`config.mk`:
```
export PLATFORM = sky130hd
export DESIGN_NAME = core_alu_add_logic_branch
export DESIGN_NICKNAME = d
export VERILOG_FILES = /design/src/design/alu_pkg.sv /design/src/design/core_alu_add_logic_branch.sv
export SDC_FILE = /design/constraint.sdc
export NUM_CORES = 1
export LEC_CHECK = 0
export BUFFER_PORTS_ARGS = -buffer_cell sky130_fd_sc_hd__buf_2
export CAP_MARGIN = 20
export CELL_PAD_IN_SITES_DETAIL_PLACEMENT = 1
export CELL_PAD_IN_SITES_GLOBAL_PLACEMENT = 1
export CORE_MARGIN = 2
export CORE_UTILIZATION = 34
export CTS_CLUSTER_DIAMETER = 60
export CTS_CLUSTER_SIZE = 20
export DETAILED_ROUTE_END_ITERATION = 7
export HOLD_SLACK_MARGIN = 0.12
export PLACE_DENSITY_LB_ADDON = 0.1
export SKIP_LAST_GASP = 1
export SYNTH_ARGS = -nofsm -noshare
export SYNTH_HDL_FRONTEND = slang
export SYNTH_SLANG_ARGS = --single-unit
```
`constraint.sdc`:
```
create_clock -name core_clk_i -period 3.02 [get_ports core_clk_i]
set_input_delay 0.453 -clock core_clk_i [delete_from_list [all_inputs] [get_ports core_clk_i]]
set_output_delay 0.453 -clock core_clk_i [all_outputs]
set_load 0.02 [all_outputs]
```
`src/design/alu_pkg.sv`:
```
// constants, types and opcodes for the add/logic/branch execution unit
// Behaviour
// - no suffix or word suffix: 16-bit operation
// - byte suffix: 8-bit operation
// - add carry: destination plus carry, zero source
// - add carry sets carry only on wrap
// - add writes source plus destination to destination
// - add with carry adds source, destination, carry
// - additive carry is carry out of msb
// - additive negative follows result sign
// - zero flag set when result is zero
// - additive overflow on signed overflow
// - and writes conjunction, negative msb, overflow clear
// - and/test carry is inverse of zero
// - clear bits writes not source and destination
// - clear/set bits keep all four flags
// - set bits writes source or destination
// - bit test writes nothing, flags only
// - single-bit test puts tested bit in carry
// - branch loads destination into program counter, word
// - branch accepts any mode, keeps flags
// - mode bits never altered
package alu_pkg;

  // ==========================================================
  // operations
  typedef enum logic [2:0] {
    OP_ADD,
    OP_ADD_CARRY,
    OP_ADD_WITH_CARRY,
    OP_AND,
    OP_CLEAR_BITS,
    OP_SET_BITS,
    OP_BIT_TEST,
    OP_BRANCH
  } alu_op_e;

  typedef enum logic [1:0] {
    SIZE_NONE,
    SIZE_WORD,
    SIZE_BYTE
  } size_qual_e;

  // ==========================================================
  // status word layout and reset values
  localparam int unsigned SR_C_BIT     = 0;
  localparam int unsigned SR_Z_BIT     = 1;
  localparam int unsigned SR_N_BIT     = 2;
  localparam int unsigned SR_GIE_BIT   = 3;
  localparam int unsigned SR_CORE_HALT_FLAG_BIT = 4;
  localparam int unsigned SR_OSC_HALT_FLAG_BIT = 5;
  localparam int unsigned SR_V_BIT     = 8;
  localparam logic [15:0] SR_RESET     = 16'h0000;
  localparam logic [15:0] PC_RESET     = 16'h0000;
  localparam logic [15:0] RESULT_RESET = 16'h0000;

  // ==========================================================
  // carriers
  typedef struct packed {
    alu_op_e     op;
    size_qual_e  size;
    logic [15:0] src;
    logic [15:0] dst;
  } alu_req_s;

  typedef struct packed {
    logic        n;
    logic        z;
    logic        c;
    logic        v;
  } alu_flags_s;

endpackage

```
`src/design/core_alu_add_logic_branch.sv`:
```
// execution unit for add, logic, bit test and branch instructions
`timescale 1ns/1ns
module core_alu_add_logic_branch (
  // clock and reset
  input  wire logic              core_clk_i,
  input  wire logic              reset_n_i,
  // request from operand fetch
  input  wire logic              req_valid_i,
  input  wire alu_pkg::alu_req_s req_i,
  // status word load from the core (e.g. mode bit updates elsewhere)
  input  wire logic              sr_load_i,
  input  wire logic [15:0]       sr_load_data_i,
  // results
  output logic                   wb_valid_o,
  output logic [15:0]            wb_data_o,
  output logic                   pc_load_o,
  output logic [15:0]            pc_o,
  output logic [15:0]            sr_o
);

  // ==========================================================
  // combinational datapath
  logic              byte_mode;
  logic [15:0]       s_op;
  logic [15:0]       d_op;
  logic [16:0]       sum;
  logic [15:0]       res;
  logic              cin;
  logic              msb_res;
  logic              msb_s;
  logic              msb_d;
  logic              cout;
  logic              zero;
  logic              writes;
  logic              flags_upd;
  alu_pkg::alu_flags_s fl;

  function automatic logic [15:0] size_mask(input logic bm, input logic [15:0] v);
    size_mask = bm ? {8'h00, v[7:0]} : v;
  endfunction

  assign byte_mode = (req_i.size == alu_pkg::SIZE_BYTE);
  assign cin       = sr_o[alu_pkg::SR_C_BIT];
  assign d_op      = size_mask(byte_mode, req_i.dst);
  // add carry is add with carry on a zero source
  assign s_op      = (req_i.op == alu_pkg::OP_ADD_CARRY) ? 16'h0000
                     : size_mask(byte_mode, req_i.src);

  always_comb
  begin
    sum = 17'h00000;
    res = 16'h0000;
    case (req_i.op)
      alu_pkg::OP_ADD:
      begin
        sum = {1'b0, s_op} + {1'b0, d_op};
        res = sum[15:0];
      end
      alu_pkg::OP_ADD_CARRY,
      alu_pkg::OP_ADD_WITH_CARRY:
      begin
        sum = {1'b0, s_op} + {1'b0, d_op} + {16'h0000, cin};
        res = sum[15:0];
      end
      alu_pkg::OP_AND,
      alu_pkg::OP_BIT_TEST: res = s_op & d_op;
      alu_pkg::OP_CLEAR_BITS: res = ~s_op & d_op;
      alu_pkg::OP_SET_BITS: res = s_op | d_op;
      alu_pkg::OP_BRANCH: res = req_i.dst;
      default: res = 16'h0000;
    endcase
  end

  // byte results come from bit 7 and the carry out of bit 7
  assign msb_res = byte_mode ? res[7] : res[15];
  assign msb_s   = byte_mode ? s_op[7] : s_op[15];
  assign msb_d   = byte_mode ? d_op[7] : d_op[15];
  assign cout    = byte_mode ? sum[8] : sum[16];
  assign zero    = byte_mode ? (res[7:0] == 8'h00) : (res == 16'h0000);

  always_comb
  begin
    fl        = '0;
    flags_upd = 1'b0;
    writes    = 1'b0;
    case (req_i.op)
      alu_pkg::OP_ADD,
      alu_pkg::OP_ADD_CARRY,
      alu_pkg::OP_ADD_WITH_CARRY:
      begin
        flags_upd = 1'b1;
        writes    = 1'b1;
        fl.n = msb_res;
        fl.z = zero;
        fl.c = cout;
        fl.v = (msb_s == msb_d) && (msb_res != msb_d);
      end
      alu_pkg::OP_AND,
      alu_pkg::OP_BIT_TEST:
      begin
        flags_upd = 1'b1;
        writes    = (req_i.op == alu_pkg::OP_AND);
        fl.n = msb_res;
        fl.z = zero;
        // single-bit mask: carry equals the tested bit
        fl.c = ~zero;
        fl.v = 1'b0;
      end
      alu_pkg::OP_CLEAR_BITS,
      alu_pkg::OP_SET_BITS: writes = 1'b1;
      default: writes = 1'b0;
    endcase
  end

  // ==========================================================
  // write-back
  always_ff @(posedge core_clk_i or negedge reset_n_i)
  begin
    if (!reset_n_i)
    begin
      wb_valid_o <= 1'b0;
      wb_data_o  <= alu_pkg::RESULT_RESET;
    end
    else
    begin
      wb_valid_o <= req_valid_i && writes;
      if (req_valid_i && writes)
        wb_data_o <= size_mask(byte_mode, res);
    end
  end

  // ==========================================================
  // program counter load, always a word move
  always_ff @(posedge core_clk_i or negedge reset_n_i)
  begin
    if (!reset_n_i)
    begin
      pc_load_o <= 1'b0;
      pc_o      <= alu_pkg::PC_RESET;
    end
    else
    begin
      pc_load_o <= req_valid_i && (req_i.op == alu_pkg::OP_BRANCH);
      if (req_valid_i && (req_i.op == alu_pkg::OP_BRANCH))
        pc_o <= req_i.dst;
    end
  end

  // ==========================================================
  // status word: only n, z, c, v are touched by this unit
  always_ff @(posedge core_clk_i or negedge reset_n_i)
  begin
    if (!reset_n_i)
      sr_o <= alu_pkg::SR_RESET;
    else if (sr_load_i)
      sr_o <= sr_load_data_i;
    else if (req_valid_i && flags_upd)
    begin
      sr_o[alu_pkg::SR_N_BIT] <= fl.n;
      sr_o[alu_pkg::SR_Z_BIT] <= fl.z;
      sr_o[alu_pkg::SR_C_BIT] <= fl.c;
      sr_o[alu_pkg::SR_V_BIT] <= fl.v;  // mode bits untouched
    end
  end

  // ==========================================================
  // checks
  property p_mode_kept;
    @(posedge core_clk_i) disable iff (!reset_n_i)
      (req_valid_i && !sr_load_i) |=>
        (sr_o[alu_pkg::SR_OSC_HALT_FLAG_BIT] == $past(sr_o[alu_pkg::SR_OSC_HALT_FLAG_BIT])) &&
        (sr_o[alu_pkg::SR_CORE_HALT_FLAG_BIT] == $past(sr_o[alu_pkg::SR_CORE_HALT_FLAG_BIT])) &&
        (sr_o[alu_pkg::SR_GIE_BIT] == $past(sr_o[alu_pkg::SR_GIE_BIT]));
  endproperty
  a_mode_kept: assert property (p_mode_kept) else $error("mode bits changed");

  property p_logic_flags_kept;
    @(posedge core_clk_i) disable iff (!reset_n_i)
      (req_valid_i && !sr_load_i && (req_i.op inside {alu_pkg::OP_CLEAR_BITS,
        alu_pkg::OP_SET_BITS, alu_pkg::OP_BRANCH})) |=> $stable(sr_o);
  endproperty
  a_logic_flags_kept: assert property (p_logic_flags_kept) else $error("flags hit");

  property p_and_carry;
    @(posedge core_clk_i) disable iff (!reset_n_i)
      (req_valid_i && !sr_load_i && (req_i.op inside {alu_pkg::OP_AND, alu_pkg::OP_BIT_TEST}))
      |=> (sr_o[alu_pkg::SR_C_BIT] != sr_o[alu_pkg::SR_Z_BIT]) && !sr_o[alu_pkg::SR_V_BIT];
  endproperty
  a_and_carry: assert property (p_and_carry) else $error("and carry wrong");

  property p_test_no_wb;
    @(posedge core_clk_i) disable iff (!reset_n_i)
      (req_valid_i && req_i.op == alu_pkg::OP_BIT_TEST) |=> !wb_valid_o;
  endproperty
  a_test_no_wb: assert property (p_test_no_wb) else $error("bit test wrote back");

  property p_branch_pc;
    @(posedge core_clk_i) disable iff (!reset_n_i)
      (req_valid_i && req_i.op == alu_pkg::OP_BRANCH) |=> pc_load_o && (pc_o == $past(req_i.dst));
  endproperty
  a_branch_pc: assert property (p_branch_pc) else $error("branch target wrong");

  property p_add_word;
    @(posedge core_clk_i) disable iff (!reset_n_i)
      (req_valid_i && req_i.op == alu_pkg::OP_ADD && req_i.size != alu_pkg::SIZE_BYTE)
      |=> wb_valid_o && (wb_data_o == 16'($past(req_i.src) + $past(req_i.dst)));
  endproperty
  a_add_word: assert property (p_add_word) else $error("word add result wrong");

  property p_byte_upper;
    @(posedge core_clk_i) disable iff (!reset_n_i)
    // bit test and branch leave the held result alone
      (req_valid_i && req_i.size == alu_pkg::SIZE_BYTE &&
       !(req_i.op inside {alu_pkg::OP_BIT_TEST, alu_pkg::OP_BRANCH}))
      |=> (wb_data_o[15:8] == 8'h00);
  endproperty
  a_byte_upper: assert property (p_byte_upper) else $error("byte upper bits set");

  property p_adc_wrap;
    @(posedge core_clk_i) disable iff (!reset_n_i)
      (req_valid_i && !sr_load_i && req_i.op == alu_pkg::OP_ADD_CARRY)
      |=> (sr_o[alu_pkg::SR_C_BIT] ==
           ((wb_data_o == 16'h0000) && $past(sr_o[alu_pkg::SR_C_BIT])));
  endproperty
  a_adc_wrap: assert property (p_adc_wrap) else $error("add carry flag wrong");

  property p_no_branch_idle;
    @(posedge core_clk_i) disable iff (!reset_n_i)
      (!req_valid_i) |=> !pc_load_o && !wb_valid_o;
  endproperty
  a_no_branch_idle: assert property (p_no_branch_idle) else $error("idle output");

  // word add: a carry out leaves the sum below the source
  property p_add_cout;
    @(posedge core_clk_i) disable iff (!reset_n_i)
      (req_valid_i && !sr_load_i && req_i.op == alu_pkg::OP_ADD &&
       req_i.size != alu_pkg::SIZE_BYTE)
      |=> (sr_o[alu_pkg::SR_C_BIT] == (wb_data_o < $past(req_i.src)));
  endproperty
  a_add_cout: assert property (p_add_cout) else $error("add carry wrong");

  property p_byte_cout;
    @(posedge core_clk_i) disable iff (!reset_n_i)
      (req_valid_i && !sr_load_i && req_i.op == alu_pkg::OP_ADD &&
       req_i.size == alu_pkg::SIZE_BYTE)
      |=> (sr_o[alu_pkg::SR_C_BIT] == (wb_data_o[7:0] < $past(req_i.src[7:0])));
  endproperty
  a_byte_cout: assert property (p_byte_cout) else $error("byte carry wrong");

  property p_add_ovf;
    @(posedge core_clk_i) disable iff (!reset_n_i)
      (req_valid_i && !sr_load_i && req_i.op == alu_pkg::OP_ADD &&
       req_i.size != alu_pkg::SIZE_BYTE)
      |=> (sr_o[alu_pkg::SR_V_BIT] == (($past(req_i.src[15]) == $past(req_i.dst[15])) &&
          (wb_data_o[15] != $past(req_i.dst[15]))));
  endproperty
  a_add_ovf: assert property (p_add_ovf) else $error("add overflow wrong");

  property p_add_nz;
    @(posedge core_clk_i) disable iff (!reset_n_i)
      (req_valid_i && !sr_load_i && (req_i.op inside {alu_pkg::OP_ADD, alu_pkg::OP_ADD_CARRY,
        alu_pkg::OP_ADD_WITH_CARRY}))
      |=> (sr_o[alu_pkg::SR_Z_BIT] == (wb_data_o == 16'h0000)) &&
          (sr_o[alu_pkg::SR_N_BIT] == (($past(req_i.size) == alu_pkg::SIZE_BYTE) ?
          wb_data_o[7] : wb_data_o[15]));
  endproperty
  a_add_nz: assert property (p_add_nz) else $error("add n or z wrong");

  property p_ac_sum;
    @(posedge core_clk_i) disable iff (!reset_n_i)
      (req_valid_i && req_i.op == alu_pkg::OP_ADD_CARRY && req_i.size != alu_pkg::SIZE_BYTE)
      |=> wb_valid_o &&
          (wb_data_o == $past(req_i.dst) + {15'h0000, $past(sr_o[alu_pkg::SR_C_BIT])});
  endproperty
  a_ac_sum: assert property (p_ac_sum) else $error("add carry sum wrong");

  property p_awc_sum;
    @(posedge core_clk_i) disable iff (!reset_n_i)
      (req_valid_i && req_i.op == alu_pkg::OP_ADD_WITH_CARRY &&
       req_i.size != alu_pkg::SIZE_BYTE)
      |=> wb_valid_o && (wb_data_o == $past(req_i.src) + $past(req_i.dst) +
          {15'h0000, $past(sr_o[alu_pkg::SR_C_BIT])});
  endproperty
  a_awc_sum: assert property (p_awc_sum) else $error("add with carry sum wrong");

  property p_and_data;
    @(posedge core_clk_i) disable iff (!reset_n_i)
      (req_valid_i && req_i.op == alu_pkg::OP_AND && req_i.size != alu_pkg::SIZE_BYTE)
      |=> wb_valid_o && (wb_data_o == ($past(req_i.src) & $past(req_i.dst)));
  endproperty
  a_and_data: assert property (p_and_data) else $error("and result wrong");

  property p_clear_data;
    @(posedge core_clk_i) disable iff (!reset_n_i)
      (req_valid_i && req_i.op == alu_pkg::OP_CLEAR_BITS && req_i.size != alu_pkg::SIZE_BYTE)
      |=> wb_valid_o && (wb_data_o == (~$past(req_i.src) & $past(req_i.dst)));
  endproperty
  a_clear_data: assert property (p_clear_data) else $error("clear result wrong");

  property p_set_data;
    @(posedge core_clk_i) disable iff (!reset_n_i)
      (req_valid_i && req_i.op == alu_pkg::OP_SET_BITS && req_i.size != alu_pkg::SIZE_BYTE)
      |=> wb_valid_o && (wb_data_o == ($past(req_i.src) | $past(req_i.dst)));
  endproperty
  a_set_data: assert property (p_set_data) else $error("set result wrong");

  property p_branch_no_wb;
    @(posedge core_clk_i) disable iff (!reset_n_i)
      (req_valid_i && req_i.op == alu_pkg::OP_BRANCH) |=> !wb_valid_o;
  endproperty
  a_branch_no_wb: assert property (p_branch_no_wb) else $error("branch wrote back");

  // mode bits only ever change through the core's own load
  property p_load_wins;
    @(posedge core_clk_i) disable iff (!reset_n_i)
      sr_load_i |=> (sr_o == $past(sr_load_data_i));
  endproperty
  a_load_wins: assert property (p_load_wins) else $error("status load lost");

endmodule

```
; ---- Yosys cells after proc, flatten, opt, wreduce, memory -nomap -nowiden
; Cells that the tools add are included.
[classes]
n_reduce_logical = 13
n_eq_ne = 10
n_addsub = 2
bitwise_logic = 5
n_mux = 18
[ops]
columns = op, n
row1 = one-hot mux 16 bit (6 select lines), 1
row2 = two-way mux 16 bit, 4
row3 = one-hot mux 17 bit (2 select lines), 1
row4 = bitwise AND 16 bit, 2
row5 = adder 16 x 16 -> 17 bit, 1
row6 = adder 17 x 1 -> 17 bit, 1
row7 = logical NOT 16 bit, 1
row8 = inverter 16 bit, 1
row9 = OR 16 bit, 1
row10 = equality test 3 bit (second input constant), 4
row11 = OR reduction 5 bit, 2
row12 = logical NOT 8 bit, 1
row13 = two-way mux 1 bit, 8
row14 = one-hot mux 4 bit (2 select lines), 1
row15 = equality test 3 x 2 -> 1 bit (second input constant), 2
row16 = two-way mux 3 bit, 2
row17 = logical AND 1 bit, 4
row18 = OR reduction 2 bit, 2
row19 = equality test 3 x 1 -> 1 bit (second input constant), 1
row20 = logical NOT 3 bit, 1
row21 = OR reduction 3 bit, 1
row22 = equality test 2 bit (second input constant), 1
row23 = one-hot mux 1 bit (2 select lines), 1
row24 = nonzero test 2 bit, 1
row25 = other kinds (3), 3
[word_totals]
register_bits = 50
out_inout_bits = 50
elab_cells = 54

; ---- Depth between registers and ports, before layout
[logic_depth]
ltp_word = 12
depth_mapped = 19
depth_no_buf = 16

; ---- Worst setup path before layout
; No wires, ideal clock.
[synth_path]
path_type = input -> register
from = input req_i[36] (netlist name)
to = register sr_o[0]
cell_stages = 19
required_time_ns = 2.874
setup_slack_ns = -1.309
setup_ns = 0.146
arrival_time_ns = 4.182
path_cell_list = buf_6 > or3b_1 > buf_2 > buf_6 > clkbuf_1 > and2_1 > ha_1 > ha_1 > nor4b_1 > nor3b_1 > nor3_1 > and2_1 > nand4_2 > nor3_2 > and4_1 > nor3_1 > or3b_1 > o21ai_1 > o311ai_1
[synth_between]
elab_chain_len = 11
word_cells_on_any_way = 32
cone_classes = add/sub (2) / eq/ne (7) / mux (9) / bitwise (5) / reduce/logical (9)
[synth_lines]
columns = item, line
row1 = "start, declared", core_alu_add_logic_branch.sv:9  ; input wire alu_pkg::alu_req_s req_i,
row2 = equality test 3 x 1 -> 1 bit, "core_alu_add_logic_branch.sv:46, core_alu_add_logic_branch.sv:53, core_alu_add_logic_branch.sv:86"
row3 = two-way mux 16 bit, core_alu_add_logic_branch.sv:46  ; assign s_op = (req_i.op == alu_pkg::OP_ADD_CARRY) ? 16'h0000
row4 = adder 16 x 16 -> 17 bit / inverter 16 bit (equally long branches), "core_alu_add_logic_branch.sv:56, core_alu_add_logic_branch.sv:62, core_alu_add_logic_branch.sv:67"
row5 = adder 17 x 1 -> 17 bit / bitwise AND 16 bit (equally long branches), "core_alu_add_logic_branch.sv:62, core_alu_add_logic_branch.sv:67"
row6 = one-hot mux 16 bit (6 select lines), core_alu_add_logic_branch.sv:53  ; case (req_i.op)
row7 = logical NOT 16 bit / logical NOT 8 bit (equally long branches), core_alu_add_logic_branch.sv:79  ; assign zero = byte_mode ? (res[7:0] == 8'h00) : (res == 16'h0000);
row8 = two-way mux 1 bit, core_alu_add_logic_branch.sv:79
row9 = inverter 1 bit, core_alu_add_logic_branch.sv:106  ; fl.c = ~zero;
row10 = one-hot mux 4 bit (2 select lines), core_alu_add_logic_branch.sv:86  ; case (req_i.op)
row11 = two-way mux 3 bit, core_alu_add_logic_branch.sv:157  ; else if (req_valid_i && flags_upd)
row12 = two-way mux 3 bit, core_alu_add_logic_branch.sv:155  ; else if (sr_load_i)
row13 = "end signal, assigned", core_alu_add_logic_branch.sv:154  ; sr_o <= alu_pkg::SR_RESET;
row14 = "end signal, assigned", core_alu_add_logic_branch.sv:156  ; sr_o <= sr_load_data_i;
row15 = "end signal, assigned by index", core_alu_add_logic_branch.sv:159  ; sr_o[alu_pkg::SR_N_BIT] <= fl.n;
row16 = "end, declared", core_alu_add_logic_branch.sv:18  ; output logic [15:0] sr_o
; Parallel ways exist; a longest one is shown, timed or not. The select of a mux whose other input is x is not followed.
; A chain may end at the register's enable or synchronous reset.

; ---- Worst setup path after layout
[layout_path]
from = input req_i[35] (netlist name)
to = register sr_o[0]
; Same word-level chain as after synthesis.

==> out/qor.csv <==
stage,metric,value,unit
timing,period_needed,3.82,ns
critical_path,required,3.17,ns
timing,setup_viol,14,
worst_hold_path,hold_class,input port to register,
final_layout,final_util,56.3,%
synthesis,yosysUniqueCellTypes,73,
final_layout,mostFrequentLayoutCell,buf_4,
clocking,htreeDepth,2,
critical_path,r2r_end,sr_o[0],
floorplanning,fp.dieW,121,µm
clocking,clk_pin_slew,0.06,ns
timing,finClkSkew,0.00225,ns
synthesis,synth_top_area_share,26.8,%
final_layout,drive_gt1_share,49.0,%
timing,clock.fmax,0.262,GHz
global_routing,grt_util_all_layers,27.0,%
place,gp_congestion,0.895,
run_status,violations,setup timing,
clocking,cts_made_buffers,5,
synthesis,synthCells,576,
floorplanning,core,0.0133,mm²
drt,drt_first_pass_iters,6,
global_routing,grt_antenna_before_repair,0,
power,p_leak,3.55,nW
floorplanning,io-pin-count,107,
drt,ant_nets,0,
timing,worst_slew_margin_rel,71.6,%
floorplanning,die_h,121,µm
critical_path,crit_start,req_i[35],
drt,via_count,5651,
run_status,status,"complete, but fails checks",
drt,routed_wl,19.7,mm
clocking,clkSinkCount,50,
synthesis,synth_edf_count,0,
synthesis,yosysWarnings,0,
critical_path,critPathKind,input port to register,
drt,drt_iter0_markers,233,
drt,wl_per_cell,19.2,µm
synthesis,synth_ff_type,dfrtp_1,
place,postPlaceCellArea,0.00686,mm²
global_routing,grt_overflow_total,0,
power,max-vdd-ir-drop,0.000195,V
clocking,clk_latency,0.29,ns
worst_hold_path,min_from,sr_load_data_i[8],
place,hpwlAfterDp,16.0,mm
final_layout,design_area,0.00749,mm²
floorplanning,initial_core_util,35.1,%
clocking,tritoncts,yes,
synthesis,syn_nets,662,
final_layout,fin_nets,936,
worst_hold_path,min_path_cells,2,
critical_path,endpoint_kind,register,
drt,drc_errors,0,
timing,setup_ws,-0.803,ns
critical_path,rrSetupSlack,0.26,ns
final_layout,layout_common_cells,"buf_4, buf_2, nand2_1",
final_layout,area_delta_synth_final,60.6,%
timing,finalHoldViolCount,0,
synthesis,synth_area_leader_cell,dfrtp_1,
synthesis,synthesis.area,0.00466,mm²
global_routing,grt_max_degree,51,
critical_path,worst_r2r_startpoint,sr_o[0],
power,power.density,407,mW/mm²
global_routing,grt_pass1_vias,5928,
timing,rsz0062_at_grt,yes,
clocking,cts-root-buf,clkbuf_16,
critical_path,startpoint_type,input port,
critical_path,crit_fanout,7,
final_layout,n_antenna_cell,0,
timing,setup_tns,-6.92,ns
synthesis,ys_seq_elements,50,
floorplanning,row_count,42,
drt,via_per_inst,5.50,
critical_path,crit_arrival,3.98,ns
place,port_buffers,106,
synthesis,ys_async_sr_fraction,100,%
job,maxCapViolations,0,
worst_hold_path,hold_end,sr_o[8],
global_routing,grt_pass1_wl,31.0,mm
timing,worst-slew-pin-transition,0.423,ns
synthesis,synth.area.top_cells,"dfrtp_1, ha_1, nand2_1",
clocking,clockBufferDepth,2,
synthesis,ys_seq_area_share,26.8,%
critical_path,r2r_cells,11,
timing,slew_viol_final,0,
synthesis,postSynthAreaPerCell,8.09,µm²
timing,period_share,127,%
floorplanning,die_area,0.0147,mm²
where the power goes:
group | total (mW) | switching (mW) | internal, mW
clock | 0.574 | 0.246 | 0.328
combinational | 1.64 | 0.880 | 0.764
sequential | 0.826 | 0.0530 | 0.773
area by class of cell:
| cell class | instances | area [µm²] |
|---|---|---|
| clock buffer | 6 | 139 |
| clock inverter | 2 | 12.5 |
| fill | 1643 | 5810 |
| inverter | 33 | 124 |
| multi-input combinational | 465 | 3720 |
| sequential | 50 | 1250 |
| tap | 176 | 220 |
| timing repair buffer | 295 | 2020 |
worst max path at each step:
stage	to	slack, ns	cells past startpoint
finish	sr_o[0]	-0.80	18
global route	sr_o[0]	-0.92	17
CTS	sr_o[0]	-0.76	18
detailed placement	sr_o[0]	-1.26	19
global placement	sr_o[0]	-1.20	17
floorplan	sr_o[0]	-1.03	19
sequential cells by signal (all words and copies together) (netlist names):
signal / count
pc_o: 16
sr_o: 16
wb_data_o: 16
pc_load_o: 1
wb_valid_o: 1
critical path, stage by stage:
cell and delay, ns:
buf_6 0.09, or3b_4 0.40, buf_6 0.15, and3_4 0.18, ha_4 0.25, a21o_1 0.18, a21o_1 0.21, buf_4 0.15
buf_4 0.12, a21oi_1 0.13, nor2_1 0.07, a311o_1 0.34, and2_1 0.18, a311o_1 0.33, o221ai_2 0.09, or3b_4 0.40
o21ai_2 0.14, o311ai_1 0.09
synthesized netlist by cell type (6+ instances only):
master     number
nand3_1        12
a21oi_1        32
clkbuf_1       20
o22ai_1         8
mux2_2         20
and3_1         10
a32oi_1         6
ha_1           29
nor3_1          9
and2_1          6
o21ai_0        53
dfrtp_1        50
a32o_1          6
o2bb2ai_1      10
xnor2_1         8
nand2_1        83
or3_1           7
xor2_1          6
inv_1          32
o21a_1          7
nor2_1         27
nand4_1        11
a21o_1          7
nor3b_1         6
metal layers:
layer | share of wire (%) | vias to the layer above | global-route usage [%] | wire length, µm
li1 | - | 2688 | - | -
met4 | 1.6 | 0 | 6.61 | 322
met3 | 4.3 | 24 | 2.58 | 849
met5 | 0 | - | 0 | 0
met2 | 49 | 151 | 47.9 | 9720
met1 | 45 | 2788 | 35.0 | 8830
what timing repair did:
action / 4_1_cts / 5_1_grt
hold buffers: 0 / 1
resized for setup: 56 / 27
cloned: 0 / 0
setup buffers: 11 / 3
setup endpoints to repair: 16 / 18
hold endpoints to repair: 0 / 14
pin swaps: 28 / 13
cell families after synthesis:
logic type / share of synthesized area (%)
AOI/OAI and AO/OA: 26.3
xor gates and xnor gates: 3.22
muxes: 5.26
adders and majority gates: 8.64
buffers and inverters: 5.45
and+or+nand+nor: 24.3
DFF: 26.8
metrics by stage:
step	setup slack, ns	hold slack [ns]	cells	total power, mW
finish	-0.803	0.381	1027	3.04
CTS	-0.760	0.375	1022	2.99
floorplan	-1.03	0.157	576	1.63
global route	-0.923	0.383	1027	3.23
global placement	-1.20	0.458	1007	2.28
detailed placement	-1.26	0.467	1007	2.33
No activity file was read; power rests on OpenSTA's default activity.
